### src/pmil_pkg.sv
package pmil_pkg;

    // =====================================================================
    // Management register numbers
    // =====================================================================
    localparam logic [4:0] PMIL_REG_PHY_CTRL = 5'h17;
    localparam logic [4:0] PMIL_REG_IRQ_MASK = 5'h18;
    localparam logic [4:0] PMIL_REG_IRQ_STAT = 5'h19;

    // =====================================================================
    // Field layout
    // =====================================================================
    localparam int PMIL_DATA_W = 16;
    localparam int PMIL_LATCH_W = 11;
    localparam int PMIL_BIT_PEND = 0;
    localparam int PMIL_BIT_PIN_EN = 0;
    localparam int PMIL_BIT_FORCE = 0;
    localparam int PMIL_BIT_SYNC_LOST = 9;
    localparam int PMIL_BIT_CABLE_DONE = 10;
    localparam int PMIL_EVT_LO = 1;
    localparam int PMIL_EVT_HI = 10;
    localparam logic [15:0] PMIL_MASK_WR_BITS = 16'h07ff;
    localparam logic [15:0] PMIL_MASK_RESET = 16'h0000;
    localparam logic [10:0] PMIL_STAT_RESET = 11'h000;
    localparam logic [15:0] PMIL_REG_ZERO = 16'h0000;

    // =====================================================================
    // Management frame encoding and bit counts
    // =====================================================================
    localparam logic [1:0] PMIL_OP_READ = 2'h2;
    localparam logic [1:0] PMIL_OP_WRITE = 2'h1;
    localparam logic [4:0] PMIL_PRE_LAST = 5'h1f;
    localparam logic [4:0] PMIL_OP_LAST = 5'h01;
    localparam logic [4:0] PMIL_ADDR_LAST = 5'h09;
    localparam logic [4:0] PMIL_TA_LAST = 5'h01;
    localparam logic [4:0] PMIL_DATA_LAST = 5'h0f;
    localparam logic [4:0] PMIL_CNT_ZERO = 5'h00;
    localparam logic [4:0] PMIL_CNT_ONE = 5'h01;

    typedef enum logic [2:0] {
        ST_HUNT  = 3'h0,
        ST_READY = 3'h1,
        ST_START = 3'h2,
        ST_OP    = 3'h3,
        ST_ADDR  = 3'h4,
        ST_TA    = 3'h5,
        ST_DATA  = 3'h6
    } pmil_state_t;

    typedef struct packed {
        logic [1:0] op;
        logic [4:0] phyad;
        logic [4:0] regad;
    } pmil_hdr_t;

endpackage

### src/pmil_event_latch.sv
`timescale 1ns/1ps

// Bank of latched-high flags; a set in the same cycle as a clear wins.
module pmil_event_latch #(
    parameter int W = 11
) (
    input wire logic i_mclk,
    input wire logic i_nrst,
    input wire logic [W-1:0] i_set,
    input wire logic [W-1:0] i_clr,
    output logic [W-1:0] o_q
);

    always_ff @(posedge i_mclk or negedge i_nrst) begin
        if (!i_nrst) begin
            o_q <= '0;
        end else begin
            o_q <= (o_q & ~i_clr) | i_set;
        end
    end

endmodule // pmil_event_latch

### src/pmil_top.sv
`timescale 1ns/1ps

// Functional notes
// - Mask register bits 10..1 enable their events; reset zero; bits 15..11 reserved.
// - Mask bit 0 enables the interrupt pin; cleared keeps pin deasserted unless the force bit is set.
// - With pin enabled, pin is low while pending flag is one.
// - Status bits 10..1 latch high on event, hold until cleared, reset zero.
// - Status bit 10 latches when cable test or phone detection finishes.
// - Status bit 0 latches when any latched event has its mask bit set.
// - Sync loss under preamble skipping latches status bit 9.
// - After sync loss, one full-preamble frame restores frame synchronisation.
// - Force bit in control register asserts pin regardless; clearing releases it.
module pmil_top
    import pmil_pkg::*;
(
    input wire logic i_mclk,
    input wire logic i_nrst,
    input wire logic i_mdc,
    input wire logic i_mdio,
    output logic o_mdio,
    output logic o_mdio_oe,
    input wire logic [4:0] i_phy_addr,
    input wire logic i_preamble_skip_mode,
    input wire logic [PMIL_EVT_HI:PMIL_EVT_LO] i_events,
    output logic o_mgmt_irq_pin_n
);

    // =====================================================================
    // Register state
    // =====================================================================
    logic [15:0] interrupt_enable_mask;
    logic force_irq;
    logic [PMIL_LATCH_W-1:0] interrupt_event_status;
    logic [PMIL_LATCH_W-1:0] clr_vec;
    logic sync_lost;

    // =====================================================================
    // Management frame engine
    // =====================================================================
    pmil_state_t state;
    logic [4:0] cnt;
    logic [15:0] shreg;
    pmil_hdr_t hdr;
    logic mdc_q;

    function automatic logic [15:0] reg_read(input logic [4:0] regad,
                                             input logic [15:0] mask,
                                             input logic [PMIL_LATCH_W-1:0] stat,
                                             input logic frc);
        logic [15:0] val;
        val = PMIL_REG_ZERO;
        unique case (regad)
            PMIL_REG_PHY_CTRL: val[PMIL_BIT_FORCE] = frc;
            PMIL_REG_IRQ_MASK: val = mask;
            PMIL_REG_IRQ_STAT: val[PMIL_LATCH_W-1:0] = stat;
            default: val = PMIL_REG_ZERO;
        endcase
        return val;
    endfunction

    wire mdc_rise = i_mdc & ~mdc_q;
    wire [15:0] sh_next = {shreg[14:0], i_mdio};
    wire [1:0] op_next = sh_next[1:0];
    wire op_ok = (op_next == PMIL_OP_READ) || (op_next == PMIL_OP_WRITE);
    wire reg_mapped = (hdr.regad == PMIL_REG_PHY_CTRL) || (hdr.regad == PMIL_REG_IRQ_MASK) ||
                      (hdr.regad == PMIL_REG_IRQ_STAT);
    wire hit = (hdr.phyad == i_phy_addr) && reg_mapped;
    wire rd_hit = hit && (hdr.op == PMIL_OP_READ);
    wire wr_hit = hit && (hdr.op == PMIL_OP_WRITE);
    wire [15:0] rd_val = reg_read(hdr.regad, interrupt_enable_mask,
                                  interrupt_event_status, force_irq);
    wire start_bad = (state == ST_START) && mdc_rise && !i_mdio;
    wire op_bad = (state == ST_OP) && mdc_rise && (cnt == PMIL_OP_LAST) && !op_ok;
    wire frame_fault = start_bad || op_bad;
    wire ta_load = (state == ST_TA) && mdc_rise && (cnt == PMIL_TA_LAST) && rd_hit;
    wire data_end = (state == ST_DATA) && mdc_rise && (cnt == PMIL_DATA_LAST);
    wire wr_commit = data_end && wr_hit;
    wire stat_read = ta_load && (hdr.regad == PMIL_REG_IRQ_STAT);

    always_ff @(posedge i_mclk or negedge i_nrst) begin
        if (!i_nrst) begin
            mdc_q <= 1'b0;
        end else begin
            mdc_q <= i_mdc;
        end
    end

    // A fault under preamble skipping falls back to hunting for a full preamble.
    always_ff @(posedge i_mclk or negedge i_nrst) begin
        if (!i_nrst) begin
            state <= ST_HUNT;
            cnt <= PMIL_CNT_ZERO;
            shreg <= PMIL_REG_ZERO;
            hdr <= '0;
        end else if (mdc_rise) begin
            shreg <= sh_next;
            unique case (state)
                ST_HUNT: begin
                    if (!i_mdio) begin
                        cnt <= PMIL_CNT_ZERO;
                    end else if (cnt == PMIL_PRE_LAST) begin
                        state <= ST_READY;
                        cnt <= PMIL_CNT_ZERO;
                    end else begin
                        cnt <= cnt + PMIL_CNT_ONE;
                    end
                end
                ST_READY: begin
                    if (!i_mdio) begin
                        state <= ST_START;
                    end
                end
                ST_START: begin
                    state <= i_mdio ? ST_OP : ST_HUNT;
                    cnt <= PMIL_CNT_ZERO;
                end
                ST_OP: begin
                    if (cnt == PMIL_OP_LAST) begin
                        state <= op_ok ? ST_ADDR : ST_HUNT;
                        hdr.op <= op_next;
                        cnt <= PMIL_CNT_ZERO;
                    end else begin
                        cnt <= cnt + PMIL_CNT_ONE;
                    end
                end
                ST_ADDR: begin
                    if (cnt == PMIL_ADDR_LAST) begin
                        state <= ST_TA;
                        hdr.phyad <= sh_next[9:5];
                        hdr.regad <= sh_next[4:0];
                        cnt <= PMIL_CNT_ZERO;
                    end else begin
                        cnt <= cnt + PMIL_CNT_ONE;
                    end
                end
                ST_TA: begin
                    if (cnt == PMIL_TA_LAST) begin
                        state <= ST_DATA;
                        cnt <= PMIL_CNT_ZERO;
                        if (rd_hit) begin
                            shreg <= {rd_val[14:0], 1'b0};
                        end
                    end else begin
                        cnt <= cnt + PMIL_CNT_ONE;
                    end
                end
                ST_DATA: begin
                    if (cnt == PMIL_DATA_LAST) begin
                        state <= i_preamble_skip_mode ? ST_READY : ST_HUNT;
                        cnt <= PMIL_CNT_ZERO;
                    end else begin
                        cnt <= cnt + PMIL_CNT_ONE;
                    end
                end
                default: begin
                    state <= ST_HUNT;
                    cnt <= PMIL_CNT_ZERO;
                end
            endcase
        end
    end

    // The device drives the second turnaround bit low, then the data bits.
    always_ff @(posedge i_mclk or negedge i_nrst) begin
        if (!i_nrst) begin
            o_mdio <= 1'b0;
            o_mdio_oe <= 1'b0;
        end else if (mdc_rise) begin
            if ((state == ST_TA) && (cnt == PMIL_CNT_ZERO) && rd_hit) begin
                o_mdio <= 1'b0;
                o_mdio_oe <= 1'b1;
            end else if (ta_load) begin
                o_mdio <= rd_val[15];
            end else if (data_end) begin
                o_mdio <= 1'b0;
                o_mdio_oe <= 1'b0;
            end else if ((state == ST_DATA) && o_mdio_oe) begin
                o_mdio <= shreg[15];
            end
        end
    end

    // =====================================================================
    // Mask and force registers
    // =====================================================================
    always_ff @(posedge i_mclk or negedge i_nrst) begin
        if (!i_nrst) begin
            interrupt_enable_mask <= PMIL_MASK_RESET;
            force_irq <= 1'b0;
        end else if (wr_commit && (hdr.regad == PMIL_REG_IRQ_MASK)) begin
            interrupt_enable_mask <= sh_next & PMIL_MASK_WR_BITS;
        end else if (wr_commit && (hdr.regad == PMIL_REG_PHY_CTRL)) begin
            force_irq <= sh_next[PMIL_BIT_FORCE];
        end
    end

    // =====================================================================
    // Event latches and interrupt pin
    // =====================================================================
    always_ff @(posedge i_mclk or negedge i_nrst) begin
        if (!i_nrst) begin
            sync_lost <= 1'b0;
        end else begin
            sync_lost <= frame_fault && i_preamble_skip_mode;
        end
    end

    wire [PMIL_EVT_HI:PMIL_EVT_LO] evt_set = i_events |
        ((PMIL_EVT_HI - PMIL_EVT_LO + 1)'(sync_lost) << (PMIL_BIT_SYNC_LOST - PMIL_EVT_LO));
    // Bits being cleared by a read no longer count, so pending drops with its cause.
    wire [PMIL_LATCH_W-1:0] hold_vec = interrupt_event_status & ~clr_vec;
    wire pend_set = |(hold_vec[PMIL_EVT_HI:PMIL_EVT_LO] &
                      interrupt_enable_mask[PMIL_EVT_HI:PMIL_EVT_LO]);
    wire [PMIL_LATCH_W-1:0] set_vec = {evt_set, pend_set};
    assign clr_vec = stat_read ? interrupt_event_status : PMIL_STAT_RESET;

    pmil_event_latch #(
        .W(PMIL_LATCH_W)
    ) u_latch (
        .i_mclk(i_mclk),
        .i_nrst(i_nrst),
        .i_set(set_vec),
        .i_clr(clr_vec),
        .o_q(interrupt_event_status)
    );

    wire pin_on = force_irq ||
                  (interrupt_enable_mask[PMIL_BIT_PIN_EN] && interrupt_event_status[PMIL_BIT_PEND]);

    always_ff @(posedge i_mclk or negedge i_nrst) begin
        if (!i_nrst) begin
            o_mgmt_irq_pin_n <= 1'b1;
        end else begin
            o_mgmt_irq_pin_n <= !pin_on;
        end
    end
endmodule // pmil_top

### config.mk
export PLATFORM = sky130hd
export DESIGN_NAME = pmil_top
export DESIGN_NICKNAME = d
export VERILOG_FILES = /design/src/pmil_pkg.sv /design/src/pmil_event_latch.sv /design/src/pmil_top.sv
export SDC_FILE = /design/constraint.sdc
export NUM_CORES = 1
export LEC_CHECK = 0
export BUFFER_PORTS_ARGS = -buffer_cell sky130_fd_sc_hd__buf_2
export CAP_MARGIN = 15
export CORE_ASPECT_RATIO = 0.6
export CORE_MARGIN = 8
export CORE_UTILIZATION = 40
export DETAILED_ROUTE_END_ITERATION = 6
export PLACE_DENSITY_LB_ADDON = 0.2
export SLEW_MARGIN = 20
export SYNTH_ARGS = -nofsm -noshare
export SYNTH_HDL_FRONTEND = slang
export SYNTH_SLANG_ARGS = --single-unit
### constraint.sdc
create_clock -name i_mclk -period 2.1 [get_ports i_mclk]
set_input_delay 0 -clock i_mclk [delete_from_list [all_inputs] [get_ports i_mclk]]
set_output_delay 0 -clock i_mclk [all_outputs]
set_load 0.02 [all_outputs]
Word level (Yosys, flattened, before mapping). Index checks and enable logic that the tools add are counted.

Add/sub/neg operators: 1. Equality and inequality tests: 26. Multiplexer cells: 30. Bitwise gates (word level): 9. Reduce and logical (&&, ||, !) cells: 43.

Operator list (number): $mux W16 (3); $mux W5 (5); $pmux W5 S5 (1); $mux W3 (8); $logic_and A1 B1 Y1 (22); $pmux W3 S7 (1); $eq A5 B5 Y1 const B (4); $pmux W10 S2 (1); $and A11 B11 Y11 (1); $mux W11 (1); $not A11 Y11 (1); $or A11 B11 Y11 (1); $and A10 B10 Y10 (1); $eq A5 B4 Y1 const B (2); $ne A2 B2 Y1 const B (5); $or A10 B9 Y10 (1); $reduce_or A10 Y1 (1); $eq A3 B3 Y1 const B (3); $reduce_and A3 Y1 (3); $mux W1 (8); $reduce_and A8 Y1 (1); $eq A3 B2 Y1 const B (2); $ne A2 B1 Y1 const B (3); $reduce_and A2 Y1 (3); 17 further kinds (27).

Bits in registers: 64. Word-level logic and storage cells: 123.

Logic depth before layout (Yosys ltp).
Depth after elaboration: 13. Gate-level depth with buffers: 10. Mapped depth without buffers: 9.

Hierarchy. From an unflattened synthesis, not the netlist that was laid out.

Cell total of the unflattened synthesis: 331. Area total of the unflattened synthesis: 3380.7 µm².

Modules (own cells, without submodules): pmil_top (times used 1, cells an instance 298, area each 2981.6 µm², seq. area each 1327.5 µm²); pmil_event_latch (times used 1, cells an instance 33, area each 399.1 µm², seq. area each 275.3 µm²).

Worst setup path after synthesis. No wires, ideal clock.

Kind: register to register. From: register cnt[0]. To: register state[2]. Setup time: 0.065 ns. Arrival time: 1.940 ns. Data required time: 2.035 ns. Setup slack: 0.095 ns. Stages on the path, launching flop included: 10. Path buffers: 1. Period minus slack after synthesis: 2.005 ns. Path through: dfrtp_1 > ha_1 > nand3_1 > inv_1 > ha_1 > o32ai_1 > or4_1 > buf_2 > nor4_1 > o22a_1.

Longest elaborated chain between the ends: 3.

Ends and longest elaborated chain: start: declaration (line pmil_top.sv:41) `logic [4:0] cnt;`; start signal: assignment (line pmil_top.sv:105) `cnt <= cnt + PMIL_CNT_ONE;`; start signal: assignment (line pmil_top.sv:123) `cnt <= cnt + PMIL_CNT_ONE;`; start signal: assignment (line pmil_top.sv:133) `cnt <= cnt + PMIL_CNT_ONE;`; $eq A5 B4 Y1, or another cell as far along (line pmil_top.sv:127) `if (cnt == PMIL_ADDR_LAST) begin`; $ne A2 B2 Y1 (no source line) or $ne A2 B1 Y1 (tied branches); $reduce_and A8 Y1 (no source line) (*); end signal: assignment (line pmil_top.sv:114) `state <= i_mdio ? ST_OP : ST_HUNT;`; end signal: assignment (line pmil_top.sv:119) `state <= op_ok ? ST_ADDR : ST_HUNT;`; end signal: assignment (line pmil_top.sv:149) `state <= i_preamble_skip_mode ? ST_READY : ST_HUNT;`; end: declaration (line pmil_top.sv:40) `pmil_state_t state;`.

Mark *: on every way between the ends. The rest lies on a longest branch, timed or not. A chain may end at the register's enable or synchronous reset.

Worst setup path after layout.
From: register cnt[1]. To: register state[2].

The elaborated chain is that of the path after synthesis.

==> run metrics <==
Reg2Reg Depth=9; H-tree Lvls=3; Initial Utilization=40.6%; sequential share of power=37.3%; vias per cell=5.21; Critical Path Fanout Max=6; EDFF count, synth=0; post-synthesis compound-gate area fraction=16.2%; combinational share of power=24.9%; Worst-Margin Slew=0.542 ns; Fin Clk Skew=0.00663 ns; Die Width=130 µm; Startpoint Class=register; pwr dens=999 mW/mm²; CTS tree=done; count of final hold-check violations=0; Seq cells post-synth=64; Sw Share=28.4%; RD Place Congestion=0.833; critical path's slowest cell=or4_4; Die Y=84.6 µm; share of layout cells above drive strength 1=32.0%; DR pass1 iterations=6; post-synth cell types=56; Post-synth ARST share=100%; Max Cap Viol=0; Worst VDD drop=0.000448 V; design internal power=2900 µW; Tcrit/Tclk final=97.6%; vias in the first global route=2,325; Core ar.=0.00773 mm²; total gr overflow=0; Leakage=0.00182 µW; final setup fails=0; Final Max Slew Viols=0; CTS buffer count=9; min Tclk post-route=2.05 ns; Layout area overhead=29.4%; xor/xnor share of the synthesized area=1.96%; largest net degree at the start of global routing=30; CP most frequent cell=ha_2; headroom to the max-slew limit=63.9%; register area share after synthesis=51.1%; proportion of synthesized area in mux cells=10.7%; Crit Path Category=register to register; worst hold path depth=2; Final Hold Slack=0.114 ns; wire per inst=16.7 µm; crit end category=register; clock slew at reported path FFs=0.05 ns; Worst Path Buf+Inv=1; Post-DP HPWL=5540 µm; Post-Synthesis Cells=281; Routed Antenna Nets=0; Worst Hold End=shreg[0]; setup TNS=0 ns; maximum buffer depth of the clock tree=2; via count=2,371; Global Route Usage Sum=15.1%; Adder-Cell Fraction of Synth Area=2.39%; worst r2r src=cnt[1]; worst reg-to-reg setup slack=0.05 ns; first-pass GRT wire length=12,600 µm; CTS Sinks=64; Routed WL=7590 µm; die area=0.0110 mm²; HP Start=i_mdio; Switch Pwr=1150 µW; ys flop type=dfrtp_1; HP Class=primary input to register; nets=369; Arr. time, crit path=2.32 ns; port buffer count=22; reg-to-reg endpoint=state[2]; initial drt markers=164; run status=complete, no violations; top-level port count=23; Yosys warnings=0; Clock Power Share=37.8%; clock root buffer master=clkbuf_16; CP peak stage delay=0.54 ns; synthesized area=0.00314 mm²; largest family of logic cells by synthesized area=compound AO/OA/AOI/OAI gates; crit path cell chain=ha_2, nand3_2, inv_2, ha_2, nand3b_1, o211a_1, or4_4, nor4_2, o22a_1; Worst EP required=2.37 ns; delay-heaviest family, CP=simple AND/OR/NAND/NOR gates; max frequency=0.488 GHz; Post-route DRC=0; Mapped Nets=307; Antenna Cells=0; Worst-Skew Late Latency=0.33 ns; row count=25; Post-Synth Simple-Gate Area=13.3%; Synth Area per Inst=11.2 µm²; initial antenna violation count=0
## cell families (layout without fill, tap and decap cells)
| family | count (synthesis) | count (layout) |
|---|---|---|
| DFF | 64 | 64 |
| xor gates and xnor gates | 7 | 7 |
| and+or+nand+nor | 73 | 73 |
| buffers and inverters | 31 | 97 |
| adders and majority gates | 6 | 6 |
| muxes | 31 | 31 |
| AOI/OAI and AO/OA | 69 | 69 |
## metal layers
metal | GRT usage [%] | vias up | wire [µm]
met5 | 0 | - | 0
met4 | 5.03 | 0 | 65
met3 | 5.31 | 4 | 378
met2 | 18.0 | 52 | 2930
li1 | - | 1151 | -
met1 | 23.4 | 1164 | 4210
## sequential cells by signal (all words and copies together) (netlist names), 3 cells and up
register and cells:
interrupt_enable_mask 11, u_latch.o_q 11, hdr 12, state 3, cnt 5, shreg 16
## worst max path at each step
stage	startpoint	endpoint	depth (start not counted)
final	cnt[1]	state[2]	9
after global routing	cnt[1]	state[2]	9
after CTS	cnt[1]	state[2]	7
after detailed placement	cnt[1]	state[2]	7
after global placement	cnt[1]	state[2]	7
after floorplan	cnt[0]	state[2]	9
## per-stage QoR
stage / util (%) / cell area (µm²) / setup WS (ns) / std cells / total power, µW
2_1_floorplan: - / 3140 / 0.0952 / 281 / 2050
3_3_place_gp: 45.8 / 3540 / -0.0553 / 425 / 2420
3_5_place_dp: 45.8 / 3540 / -0.0411 / 425 / 2410
4_1_cts: 51.5 / 3980 / 0.00686 / 453 / 4010
5_1_grt: 52.5 / 4060 / -0.0465 / 455 / 4270
6_report: 52.5 / 4060 / 0.0509 / 455 / 4050
## power groups by stage
stage / clock network (µW) / logic (µW) / registers (µW)
CTS: 1580 / 931 / 1500
detailed placement: 0 / 890 / 1520
floorplan: 0 / 563 / 1490
finish: 1530 / 1010 / 1510
global route: 1630 / 1110 / 1530
global placement: 0 / 895 / 1520
## cells in the final DEF (no fill, tap or decap), types with 4 or more instances in the layout
master / netlist / layout
a21o_1: 11 / 11
a21oi_1: 4 / 4
a22o_1: 6 / 6
buf_2: 5 / 22
buf_4: 2 / 30
clkbuf_16: 0 / 9
dfrtp_1: 63 / 61
dlygate4sd3_1: 0 / 13
inv_1: 14 / 12
mux2_2: 19 / 19
mux2i_1: 12 / 12
nand2_1: 23 / 23
nand2b_1: 4 / 4
nand3_1: 7 / 5
nand3b_1: 4 / 4
nor2_1: 10 / 10
nor3_1: 4 / 4
o21ai_0: 11 / 10
o221ai_1: 7 / 7
o22ai_1: 5 / 5
xnor2_1: 6 / 6
## repair_timing
item                                    in CTS  in global routing
pin swaps                                    0                  4
setup buffers                                0                  2
endpoints found under the setup margin       3                 34
hold endpoints to repair                    33                  0
hold buffers                                13                  0
resized for setup                            2                 17
## layout make-up
class	instances	area, µm²
clock inverters	4	70.1
inverters	15	56.3
flip-flops and latches	64	1610
multi-input cells	186	1460
repair buffers	67	497
clock buffers	11	233
well taps	108	135
fillers	694	3670
## cells in the mapped netlist (3+ instances only)
cell / number / area (µm²)
nand2_1: 23 / 86.3
nand4_1: 3 / 18.8
a22o_1: 6 / 52.6
nor4_1: 3 / 18.8
nor2b_1: 3 / 18.8
a22oi_1: 3 / 22.5
mux2_2: 19 / 214
inv_1: 14 / 52.6
xnor2_1: 6 / 52.6
dfrtp_1: 63 / 1580
nand3_1: 7 / 35.0
nor3_1: 4 / 20.0
nand3b_1: 4 / 30.0
buf_2: 5 / 25.0
ha_1: 6 / 75.1
mux2i_1: 12 / 120
clkbuf_1: 8 / 30.0
o21ai_0: 11 / 55.1
o22ai_1: 5 / 31.3
nor2_1: 10 / 37.5
o221ai_1: 7 / 61.3
a21oi_1: 4 / 20.0
a21o_1: 11 / 82.6
nand2b_1: 4 / 25.0
Power figures use the tool's default switching activity.
